==> config.mk <==
export PLATFORM = sky130hd
export DESIGN_NAME = opf_framer
export DESIGN_NICKNAME = d
export VERILOG_FILES = /design/src/verilog/opf_pkg.sv /design/src/verilog/opf_framer.sv
export SDC_FILE = /design/constraint.sdc
export NUM_CORES = 1
export LEC_CHECK = 0
export ABC_AREA = 1
export BUFFER_PORTS_ARGS = -buffer_cell sky130_fd_sc_hd__buf_2
export CAP_MARGIN = 20
export CORE_MARGIN = 8
export CORE_UTILIZATION = 60
export CTS_CLUSTER_SIZE = 8
export DETAILED_ROUTE_END_ITERATION = 8
export PLACE_DENSITY = 0.8
export SLEW_MARGIN = 15
export SYNTH_ARGS = -nofsm -noshare
export SYNTH_HDL_FRONTEND = slang
export SYNTH_SLANG_ARGS = --single-unit
==> constraint.sdc <==
create_clock -name clk -period 2.85 [get_ports clk]
set_input_delay 0.1425 -clock clk [delete_from_list [all_inputs] [get_ports clk]]
set_output_delay 0.1425 -clock clk [all_outputs]
set_load 0.01 [all_outputs]
==> src/verilog/opf_pkg.sv <==
// Constants and types shared by the management packet framer
package opf_pkg;

  // ----------------------------------------------------------------
  // Packet layout (byte indices within the 53-byte packet)
  // ----------------------------------------------------------------
  localparam logic [5:0] HDR_LAST = 6'h0c;  // Last byte held in the header shifter
  localparam logic [5:0] HDR_LEN  = 6'h0d;  // Header bytes: GEM 5 + 2 + 1 + 1 + 4
  localparam logic [5:0] TRL_IDX  = 6'h2d;  // First trailer byte, after 32 content bytes
  localparam logic [5:0] LAST_IDX = 6'h34;  // Final byte of the packet

  // Field positions inside the 104-bit header shifter
  localparam int PORT_MSB = 91;
  localparam int PORT_LSB = 80;
  localparam int PTI_MSB  = 79;
  localparam int PTI_LSB  = 77;
  localparam int TCI_MSB  = 63;
  localparam int TCI_LSB  = 48;
  localparam int MT_MSB   = 47;
  localparam int MT_LSB   = 40;
  localparam int DEV_MSB  = 39;
  localparam int DEV_LSB  = 32;
  localparam int MT_DB    = 7;
  localparam int MT_AR    = 6;
  localparam int MT_AK    = 5;

  // ----------------------------------------------------------------
  // Header and trailer constants for transmitted packets and request checks
  // ----------------------------------------------------------------
  localparam logic [11:0] TX_PLI  = 12'h030;
  localparam logic [2:0]  TX_PTI  = 3'h1;
  localparam logic [2:0]  PTI_MAX = 3'h1;
  localparam logic [12:0] TX_HEC  = 13'h0000;
  localparam logic [15:0] TRL_CPI = 16'h0000;
  localparam logic [15:0] TRL_LEN = 16'h0028;
  localparam logic [15:0] EVT_TCI = 16'h0000;
  localparam logic [7:0]  DEV_ID  = 8'h5c;    // Arbitrary value

  // ----------------------------------------------------------------
  // Type codes
  // ----------------------------------------------------------------
  localparam logic [4:0] TC_MIN    = 5'h04;
  localparam logic [4:0] TC_MAX    = 5'h1c;
  localparam logic [4:0] TC_CREATE = 5'h04;
  localparam logic [4:0] TC_CCONN  = 5'h05;
  localparam logic [4:0] TC_DELETE = 5'h06;
  localparam logic [4:0] TC_DCONN  = 5'h07;
  localparam logic [4:0] TC_SET    = 5'h08;
  localparam logic [4:0] TC_GCONN  = 5'h0a;
  localparam logic [4:0] TC_ALMALL = 5'h0b;
  localparam logic [4:0] TC_ALMNXT = 5'h0c;
  localparam logic [4:0] TC_UPLOAD = 5'h0d;
  localparam logic [4:0] TC_UPLNXT = 5'h0e;
  localparam logic [4:0] TC_MIBRST = 5'h0f;
  localparam logic [4:0] TC_ALARM  = 5'h10;
  localparam logic [4:0] TC_AVC    = 5'h11;
  localparam logic [4:0] TC_SWSTRT = 5'h13;
  localparam logic [4:0] TC_SWEND  = 5'h15;
  localparam logic [4:0] TC_SWACT  = 5'h16;
  localparam logic [4:0] TC_SWCOMM = 5'h17;
  localparam logic [4:0] TC_TESTRS = 5'h1b;

  // ----------------------------------------------------------------
  // Register map and error bits
  // ----------------------------------------------------------------
  localparam logic [3:0] A_CTRL  = 4'h0;
  localparam logic [3:0] A_STAT  = 4'h1;
  localparam logic [3:0] A_ERR   = 4'h2;
  localparam logic [3:0] A_SYNC  = 4'h3;
  localparam logic [3:0] A_ALMSQ = 4'h4;
  localparam logic [3:0] A_UPLSQ = 4'h5;
  localparam logic [3:0] A_EVENT = 4'h6;
  localparam logic [3:0] A_EVTID = 4'h7;
  localparam logic [3:0] A_TCI   = 4'h8;
  localparam int CTRL_EN  = 12;
  localparam int ERR_W    = 9;

  typedef enum logic [1:0] {RX_IDLE = 2'b00, RX_HDR = 2'b01, RX_BODY = 2'b11} opf_rx_t;
  typedef enum logic {TX_IDLE = 1'b0, TX_SEND = 1'b1} opf_tx_t;

endpackage : opf_pkg
==> src/verilog/opf_framer.sv <==
// Management packet framer: parses requests, builds responses and events
module opf_framer (
  input  wire logic        clk,
  input  wire logic        rst_n,
  input  wire logic [3:0]  regAddr,
  input  wire logic [31:0] regWdata,
  input  wire logic        regWrite,
  input  wire logic        regRead,
  output logic      [31:0] regRdata,
  input  wire logic        rxValid,
  input  wire logic        rxSop,
  input  wire logic [7:0]  rxData,
  input  wire logic        rxCrcOk,
  input  wire logic [31:0] crcIn,
  output logic             txValid,
  output logic      [7:0]  txData,
  output logic             txLast,
  output logic             cmdValid,
  output logic      [4:0]  cmdCode,
  output logic      [31:0] cmdMsgId,
  output logic             cmdPrio
);

  // ----------------------------------------------------------------
  // State
  // ----------------------------------------------------------------
  typedef struct packed {
    opf_pkg::opf_rx_t rxSt;
    logic [5:0]       rxCnt;
    logic [103:0]     hdr;
    opf_pkg::opf_tx_t txSt;
    logic [5:0]       txCnt;
    logic [103:0]     txHdr;
    logic [63:0]      txTrl;
    logic             txEvt;
    logic [5:0]       txPos;
    logic             txValid;
    logic [7:0]       txData;
    logic             txLast;
    logic [11:0]      portId;
    logic             enable;
    logic [31:0]      evtId;
    logic [8:0]       err;
    logic [7:0]       sync;
    logic [15:0]      almSeq;
    logic [15:0]      uplSeq;
    logic [4:0]       lastCode;
    logic             lastPrio;
    logic [15:0]      lastTci;
    logic [31:0]      rdata;
    logic             cmdValid;
    logic [4:0]       cmdCode;
    logic [31:0]      cmdMsgId;
    logic             cmdPrio;
  } opf_state_t;

  opf_state_t r;
  opf_state_t next_r;

  // ----------------------------------------------------------------
  // Request checks on the final byte
  // ----------------------------------------------------------------
  logic        endPkt;
  logic [7:0]  mt;
  logic [4:0]  code;
  logic [15:0] rxTci;
  logic        portOk, ptiOk, dbOk, devOk, akBad;
  logic        reserved, deprec, notify, good, incSync;
  logic        respond, rspStart, evtReq, evtStart;
  logic [8:0]  errSet;
  logic [39:0] gemHdr;

  assign endPkt   = r.rxSt == opf_pkg::RX_BODY && rxValid && !rxSop && r.rxCnt == opf_pkg::LAST_IDX;
  assign mt       = r.hdr[opf_pkg::MT_MSB:opf_pkg::MT_LSB];
  assign code     = mt[4:0];
  assign rxTci    = r.hdr[opf_pkg::TCI_MSB:opf_pkg::TCI_LSB];
  assign portOk   = r.hdr[opf_pkg::PORT_MSB:opf_pkg::PORT_LSB] == r.portId;
  assign ptiOk    = r.hdr[opf_pkg::PTI_MSB:opf_pkg::PTI_LSB] <= opf_pkg::PTI_MAX;
  assign dbOk     = !mt[opf_pkg::MT_DB];
  assign devOk    = r.hdr[opf_pkg::DEV_MSB:opf_pkg::DEV_LSB] == opf_pkg::DEV_ID;
  assign akBad    = mt[opf_pkg::MT_AK];
  assign reserved = code < opf_pkg::TC_MIN || code > opf_pkg::TC_MAX;
  assign deprec   = code inside {opf_pkg::TC_CCONN, opf_pkg::TC_DCONN, opf_pkg::TC_GCONN};
  // Notifications only flow outward; received ones are refused
  assign notify   = code inside {opf_pkg::TC_ALARM, opf_pkg::TC_AVC, opf_pkg::TC_TESTRS};
  // Everything else in range is accepted, gets included
  assign good     = endPkt && rxCrcOk && portOk && ptiOk && dbOk && devOk && !akBad
                    && !reserved && !deprec && !notify && r.enable;
  assign incSync  = code inside {opf_pkg::TC_CREATE, opf_pkg::TC_DELETE, opf_pkg::TC_SET,
                                 opf_pkg::TC_SWSTRT, opf_pkg::TC_SWEND, opf_pkg::TC_SWACT,
                                 opf_pkg::TC_SWCOMM};
  // Answer only when asked; unacked download sections stay silent
  assign respond  = good && mt[opf_pkg::MT_AR];
  assign rspStart = respond && r.txSt == opf_pkg::TX_IDLE;
  assign evtReq   = regWrite && regAddr == opf_pkg::A_EVENT
                    && regWdata[4:0] inside {opf_pkg::TC_ALARM, opf_pkg::TC_AVC, opf_pkg::TC_TESTRS};
  // A response has the channel first; a clashing event is dropped
  assign evtStart = evtReq && r.txSt == opf_pkg::TX_IDLE && !respond;
  assign gemHdr   = {opf_pkg::TX_PLI, r.portId, opf_pkg::TX_PTI, opf_pkg::TX_HEC};
  // Either source can lose the channel: a busy response or a clashing event
  assign errSet   = {(respond && !rspStart) || (evtReq && !evtStart),
                     endPkt && akBad, endPkt && !rxCrcOk, endPkt && (deprec || notify),
                     endPkt && reserved, endPkt && !devOk, endPkt && !dbOk,
                     endPkt && !ptiOk, endPkt && !portOk};

  // ----------------------------------------------------------------
  // Next state
  // ----------------------------------------------------------------
  always_comb begin
    next_r = r;
    next_r.txValid  = 1'b0;
    next_r.txLast   = 1'b0;
    next_r.txData   = 8'h00;
    next_r.cmdValid = 1'b0;
    next_r.rdata    = 32'h0000_0000;

    // Receive: header bytes shift in, body and trailer are counted
    if (rxValid && rxSop) begin
      next_r.rxSt  = opf_pkg::RX_HDR;
      next_r.rxCnt = 6'h01;
      next_r.hdr   = {r.hdr[95:0], rxData};
    end else if (rxValid) begin
      unique case (r.rxSt)
        opf_pkg::RX_IDLE: ;
        opf_pkg::RX_HDR: begin
          next_r.hdr   = {r.hdr[95:0], rxData};
          next_r.rxCnt = r.rxCnt + 6'h01;
          if (r.rxCnt == opf_pkg::HDR_LAST) next_r.rxSt = opf_pkg::RX_BODY;
        end
        opf_pkg::RX_BODY: begin
          next_r.rxCnt = r.rxCnt + 6'h01;
          if (r.rxCnt == opf_pkg::LAST_IDX) next_r.rxSt = opf_pkg::RX_IDLE;
        end
        default: next_r.rxSt = opf_pkg::RX_IDLE;
      endcase
    end

    // Accepted request: hand to the core and update sequence counters
    if (good) begin
      next_r.cmdValid = 1'b1;
      next_r.cmdCode  = code;
      next_r.cmdMsgId = r.hdr[31:0];
      next_r.cmdPrio  = rxTci[15];
      next_r.lastCode = code;
      next_r.lastPrio = rxTci[15];
      next_r.lastTci  = rxTci;
      if (code == opf_pkg::TC_MIBRST) next_r.sync = 8'h00;
      else if (incSync) next_r.sync = r.sync + 8'h01;
      if (code == opf_pkg::TC_ALMALL) next_r.almSeq = 16'h0000;
      if (code == opf_pkg::TC_ALMNXT) next_r.almSeq = r.almSeq + 16'h0001;
      if (code == opf_pkg::TC_UPLOAD) next_r.uplSeq = 16'h0000;
      if (code == opf_pkg::TC_UPLNXT) next_r.uplSeq = r.uplSeq + 16'h0001;
    end

    // Transmit start: response mirrors the request header
    if (rspStart) begin
      next_r.txSt  = opf_pkg::TX_SEND;
      next_r.txCnt = 6'h00;
      next_r.txEvt = 1'b0;
      next_r.txHdr = {gemHdr, rxTci, 3'b001, code,
                      opf_pkg::DEV_ID, r.hdr[31:0]};
      next_r.txTrl = {opf_pkg::TRL_CPI, opf_pkg::TRL_LEN, crcIn};
    end else if (evtStart) begin
      next_r.txSt  = opf_pkg::TX_SEND;
      next_r.txCnt = 6'h00;
      next_r.txEvt = 1'b1;
      next_r.txHdr = {gemHdr, opf_pkg::EVT_TCI, 3'b000, regWdata[4:0],
                      opf_pkg::DEV_ID, r.evtId};
      next_r.txTrl = {opf_pkg::TRL_CPI, opf_pkg::TRL_LEN, crcIn};
    end

    // Transmit: header, zero contents, then trailer, one byte a cycle
    if (r.txSt == opf_pkg::TX_SEND) begin
      next_r.txValid = 1'b1;
      next_r.txPos   = r.txCnt;
      next_r.txLast  = r.txCnt == opf_pkg::LAST_IDX;
      next_r.txCnt   = r.txCnt + 6'h01;
      if (r.txCnt < opf_pkg::HDR_LEN) begin
        next_r.txData = r.txHdr[103:96];
        next_r.txHdr  = {r.txHdr[95:0], 8'h00};
      end else if (r.txCnt >= opf_pkg::TRL_IDX) begin
        next_r.txData = r.txTrl[63:56];
        next_r.txTrl  = {r.txTrl[55:0], 8'h00};
      end
      if (r.txCnt == opf_pkg::LAST_IDX) next_r.txSt = opf_pkg::TX_IDLE;
    end

    // Register writes; error bits are write-one-to-clear, set wins
    next_r.err = r.err | errSet;
    if (regWrite) begin
      unique case (regAddr)
        opf_pkg::A_CTRL: begin
          next_r.portId = regWdata[11:0];
          next_r.enable = regWdata[opf_pkg::CTRL_EN];
        end
        opf_pkg::A_ERR:   next_r.err   = (r.err & ~regWdata[opf_pkg::ERR_W-1:0]) | errSet;
        opf_pkg::A_EVTID: next_r.evtId = regWdata;
        default: ;
      endcase
    end

    // Register reads, data valid the following cycle only
    if (regRead) begin
      unique case (regAddr)
        opf_pkg::A_CTRL:  next_r.rdata = {19'h0, r.enable, r.portId};
        opf_pkg::A_STAT:  next_r.rdata = {24'h0, r.txSt == opf_pkg::TX_SEND, r.rxSt != opf_pkg::RX_IDLE,
                                          r.lastPrio, r.lastCode};
        opf_pkg::A_ERR:   next_r.rdata = {23'h0, r.err};
        opf_pkg::A_SYNC:  next_r.rdata = {24'h0, r.sync};
        opf_pkg::A_ALMSQ: next_r.rdata = {16'h0, r.almSeq};
        opf_pkg::A_UPLSQ: next_r.rdata = {16'h0, r.uplSeq};
        opf_pkg::A_EVTID: next_r.rdata = r.evtId;
        opf_pkg::A_TCI:   next_r.rdata = {16'h0, r.lastTci};
        default:          next_r.rdata = 32'h0000_0000;
      endcase
    end
  end

  // ----------------------------------------------------------------
  // Registers and outputs
  // ----------------------------------------------------------------
  always_ff @(posedge clk or negedge rst_n) begin
    if (!rst_n) r <= '0;
    else        r <= next_r;
  end

  assign regRdata = r.rdata;
  assign txValid  = r.txValid;
  assign txData   = r.txData;
  assign txLast   = r.txLast;
  assign cmdValid = r.cmdValid;
  assign cmdCode  = r.cmdCode;
  assign cmdMsgId = r.cmdMsgId;
  assign cmdPrio  = r.cmdPrio;

  function automatic logic txPos7();
    return r.txPos == 6'h07;
  endfunction : txPos7
endmodule : opf_framer

==> impl_metrics.yaml <==
placement:
  dp_hpwl_um: 40900
  dpl_cell_area_um2: 22000
  dp_cells: 3005
  io_buffers: 163
  place_congestion: 0.955
cts:
  htree_levels: 3
  clock_path_buffers: 3
  insertion_delay_ps: 570
  cts_setup_buffers: 0
  cts.sinks: 465
  clk_pin_slew_ps: 50
  cts-root-buf: "clkbuf_16"
  cts_tree: "built"
  cts-buffers-inserted: 68
die:
  start_util_pct: 61.1
  fp.dieArea_um2: 41500
  io-pin-count: 164
  die_h_um: 204
  fp.coreArea_um2: 34600
  rows: 68
  die_x_um: 204
yosys:
  synth_ff_type: "dfrtp_1"
  syn_area_um2: 21200
  synth_cell_types: 50
  avgSynthCellArea_um2: 8.36
  yosysWarnings: 0
  synth_nets: 2622
  synth_async_sr_flop_share_pct: 100
  synth_edf_count: 0
  synth_cells: 2531
  ys_ff_latch: 465
  seq_area_frac_synth_pct: 55.0
routing:
  vias_per_cell: 5.78
  routed_wl_um: 62000
  vias: 18200
  drc: 2
  routedWlPerCell_um: 19.6
  ant_nets: 0
  detail_route.iter0.violations: 2214
  drtPass1Iterations: 9
worst_setup_path:
  critPathMaxStageDelay_ps: 390
  path_class: "register to register"
  rrSetupSlack_ps: 180
  arrival_ps: 3170
  end_kind: "register"
  crit_top_cell: "nand2_1"
  cp_max_fo: 36
  cp-start-kind: "register"
  r2r_end: "r[225]"
  crit_chain: "inv_1 -> ha_1 -> nand2_1 -> nor2_1 -> nand2_1 -> nor2_1 -> nand3_1 -> nor2_4 -> nand3_4 -> a21oi_4 -> buf_8 -> nand2_1 -> nand3_1 -> nand2_1 -> inv_1"
  path_buf_inv: 3
  cp-endpoint: "r[225]"
  reg2reg_from: "r[483]"
  critical_path_required_ps: 3340
  r2r_cells: 15
  crit_slowest_cell: "dfrtp_1"
  critPathLaunch: "r[483]"
  crit_family: "simple AND/OR/NAND/NOR gates"
  cp_num_cells: 15
global_routing:
  antenna_found_initial: 2
  grtUsageTotal_pct: 29.6
  grt-ovfl-total: 0
  grt_pass1_vias: 17800
  grt_max_degree: 95
  grt_pass1_wl_um: 97800
power:
  power_density_nw_per_um2: 900
  fin_total_pwr_uw: 22200
  leakage_uw: 0.0127
  ir_drop_uv: 600
layout:
  final_nets: 2785
  fin_cells: 3157
  stdcell_area_um2: 24600
  drive_gt1_share_pct: 13.1
  syn_to_final_growth_pct: 16.5
outcome:
  outcome: "complete, but fails checks"
  violations: "DRC"
timing:
  drv_slew: 0
  clock_skew_ps: 24.9
  post-route-min-period_ps: 2670
  tightest_slew_ps: 807
  holdWs_ps: 17.5
  hold_viol_final: 0
  rsz0062_at_grt: "no"
  min_period_over_period_pct: 93.8
  tns_ps: 0
  slew_headroom_pct: 46.2
  max_freq_mhz: 374
  setup_viol: 0
run:
  cap_viol_max_count: 0
hold_path:
  hold_path_class: "input pin to register"
-- routing by layer --
layer / vias up / global-route usage [%] / wire length, um
li1: 8374 / - / -
met1: 8814 / 40.0 / 25000
met2: 923 / 46.8 / 29200
met3: 136 / 6.71 / 5730
met4: 2 / 10.4 / 1960
met5: - / 0 / 10
-- per-stage QoR --
stage | worst slack [ps] | utilization [%]
3_5_place_dp | 221 | 63.6
6_report | 177 | 71.1
2_1_floorplan | 656 | -
5_1_grt | 2.49 | 71.1
3_3_place_gp | 361 | 63.6
4_1_cts | 162 | 71.1
-- worst reg2reg max path: stages, from the launching register on --
cell and delay (ps):
dfrtp_1 390, inv_1 120, ha_1 190, nand2_1 50, nor2_1 80, nand2_1 70, nor2_1 210, nand3_1 160
nor2_4 240, nand3_4 190, a21oi_4 260, buf_8 270, nand2_1 120, nand3_1 110, nand2_1 90, inv_1 60
-- registers in the layout (all words and copies together) (netlist names), 2 cells and up --
| register | flops |
|---|---|
| txData | 8 |
| cmdMsgId | 32 |
| regRdata | 32 |
| gemHdr | 12 |
| r | 365 |
| mt | 2 |
| code | 5 |
| cmdCode | 5 |
-- synth_stat cells (all sizes together) (2+ instances only) --
master	n	area, um2
a21oi	174	886
a221oi	12	105
a22o	2	17.5
a22oi	4	30.0
a31oi	3	18.8
a32o	6	60.1
a41oi	3	26.3
buf	94	669
clkbuf	103	387
clkinv	5	18.8
dfrtp	465	11600
ha	8	100
inv	297	1110
mux2	4	45.0
nand2	593	2230
nand3	165	843
nand3b	2	15.0
nand4	44	275
nor2	197	764
nor3	31	155
nor4	3	18.8
o2111a	2	22.5
o21ai	243	1220
o221ai	5	43.8
o22ai	11	68.8
or2	35	219
xnor2	5	43.8
xor2	5	43.8
-- cell usage in the layout (no fill, tap or decap), types with 2 or more instances in the layout --
master | netlist | layout
buf_12 | 0 | 10
nor2_4 | 3 | 4
a22o_1 | 2 | 2
a22oi_1 | 4 | 4
a221oi_1 | 12 | 12
a31oi_1 | 3 | 3
inv_1 | 289 | 289
nand4_1 | 44 | 44
nand3b_1 | 2 | 2
nor4_1 | 3 | 3
buf_8 | 0 | 2
o221ai_1 | 5 | 5
nor2_1 | 193 | 191
inv_2 | 8 | 9
nor2_2 | 1 | 2
xnor2_1 | 5 | 5
clkbuf_16 | 0 | 70
o21ai_0 | 242 | 242
dlygate4sd3_1 | 0 | 74
a32o_1 | 6 | 6
nand2_1 | 592 | 590
clkinv_1 | 5 | 4
ha_1 | 8 | 8
or2_2 | 35 | 35
buf_2 | 13 | 162
dfrtp_1 | 465 | 465
o22ai_1 | 11 | 11
nand3_1 | 163 | 163
o2111a_1 | 2 | 2
nand2_2 | 1 | 2
nor3_1 | 31 | 31
inv_6 | 0 | 2
xor2_1 | 5 | 5
a41oi_1 | 3 | 3
a21oi_1 | 172 | 172
buf_4 | 78 | 42
mux2_2 | 4 | 4
-- how the worst min path moves through the flow --
stage,start,to,slack [ps],cells after the start
after detailed placement,rst_n,r[120],230,1
after floorplan,rst_n,akBad,-150,0
after global placement,rst_n,r[120],230,1
final,rxSop,r[487],20,4
after global routing,regWdata[2],r[144],40,3
after CTS,rxSop,r[487],2,4
-- report_power, final --
group	internal (uW)	switching [uW]	leakage, uW	total [uW]
Sequential	8590	1500	0.00572	10100
Clock	4440	2790	0.000911	7230
Combinational	1760	3090	0.00612	4850
-- layout make-up --
type | count | area, um2
tap | 455 | 569
clock inverter | 5 | 83.8
multi-input combinational | 1567 | 7350
inverter | 302 | 1130
fill | 2525 | 9990
clock buffer | 72 | 1770
timing repair buffer | 290 | 2100
antenna | 1 | 2.50
sequential | 465 | 11600
-- kinds of logic after synthesis --
group	share of synthesized area [%]
flops	55.0
fa+ha+maj	0.473
buf+inv	10.4
simple gates	21.5
mux	0.213
compound gates	12.1
xor+xnor	0.414
-- timing repair --
| item | CTS | global route |
|---|---|---|
| resized for setup | 0 | 2 |
| hold buffers | 74 | 0 |
| endpoints found under the hold margin | 168 | 0 |
| endpoints found under the setup margin | 0 | 34 |
(Power assumes the default switching activity.)
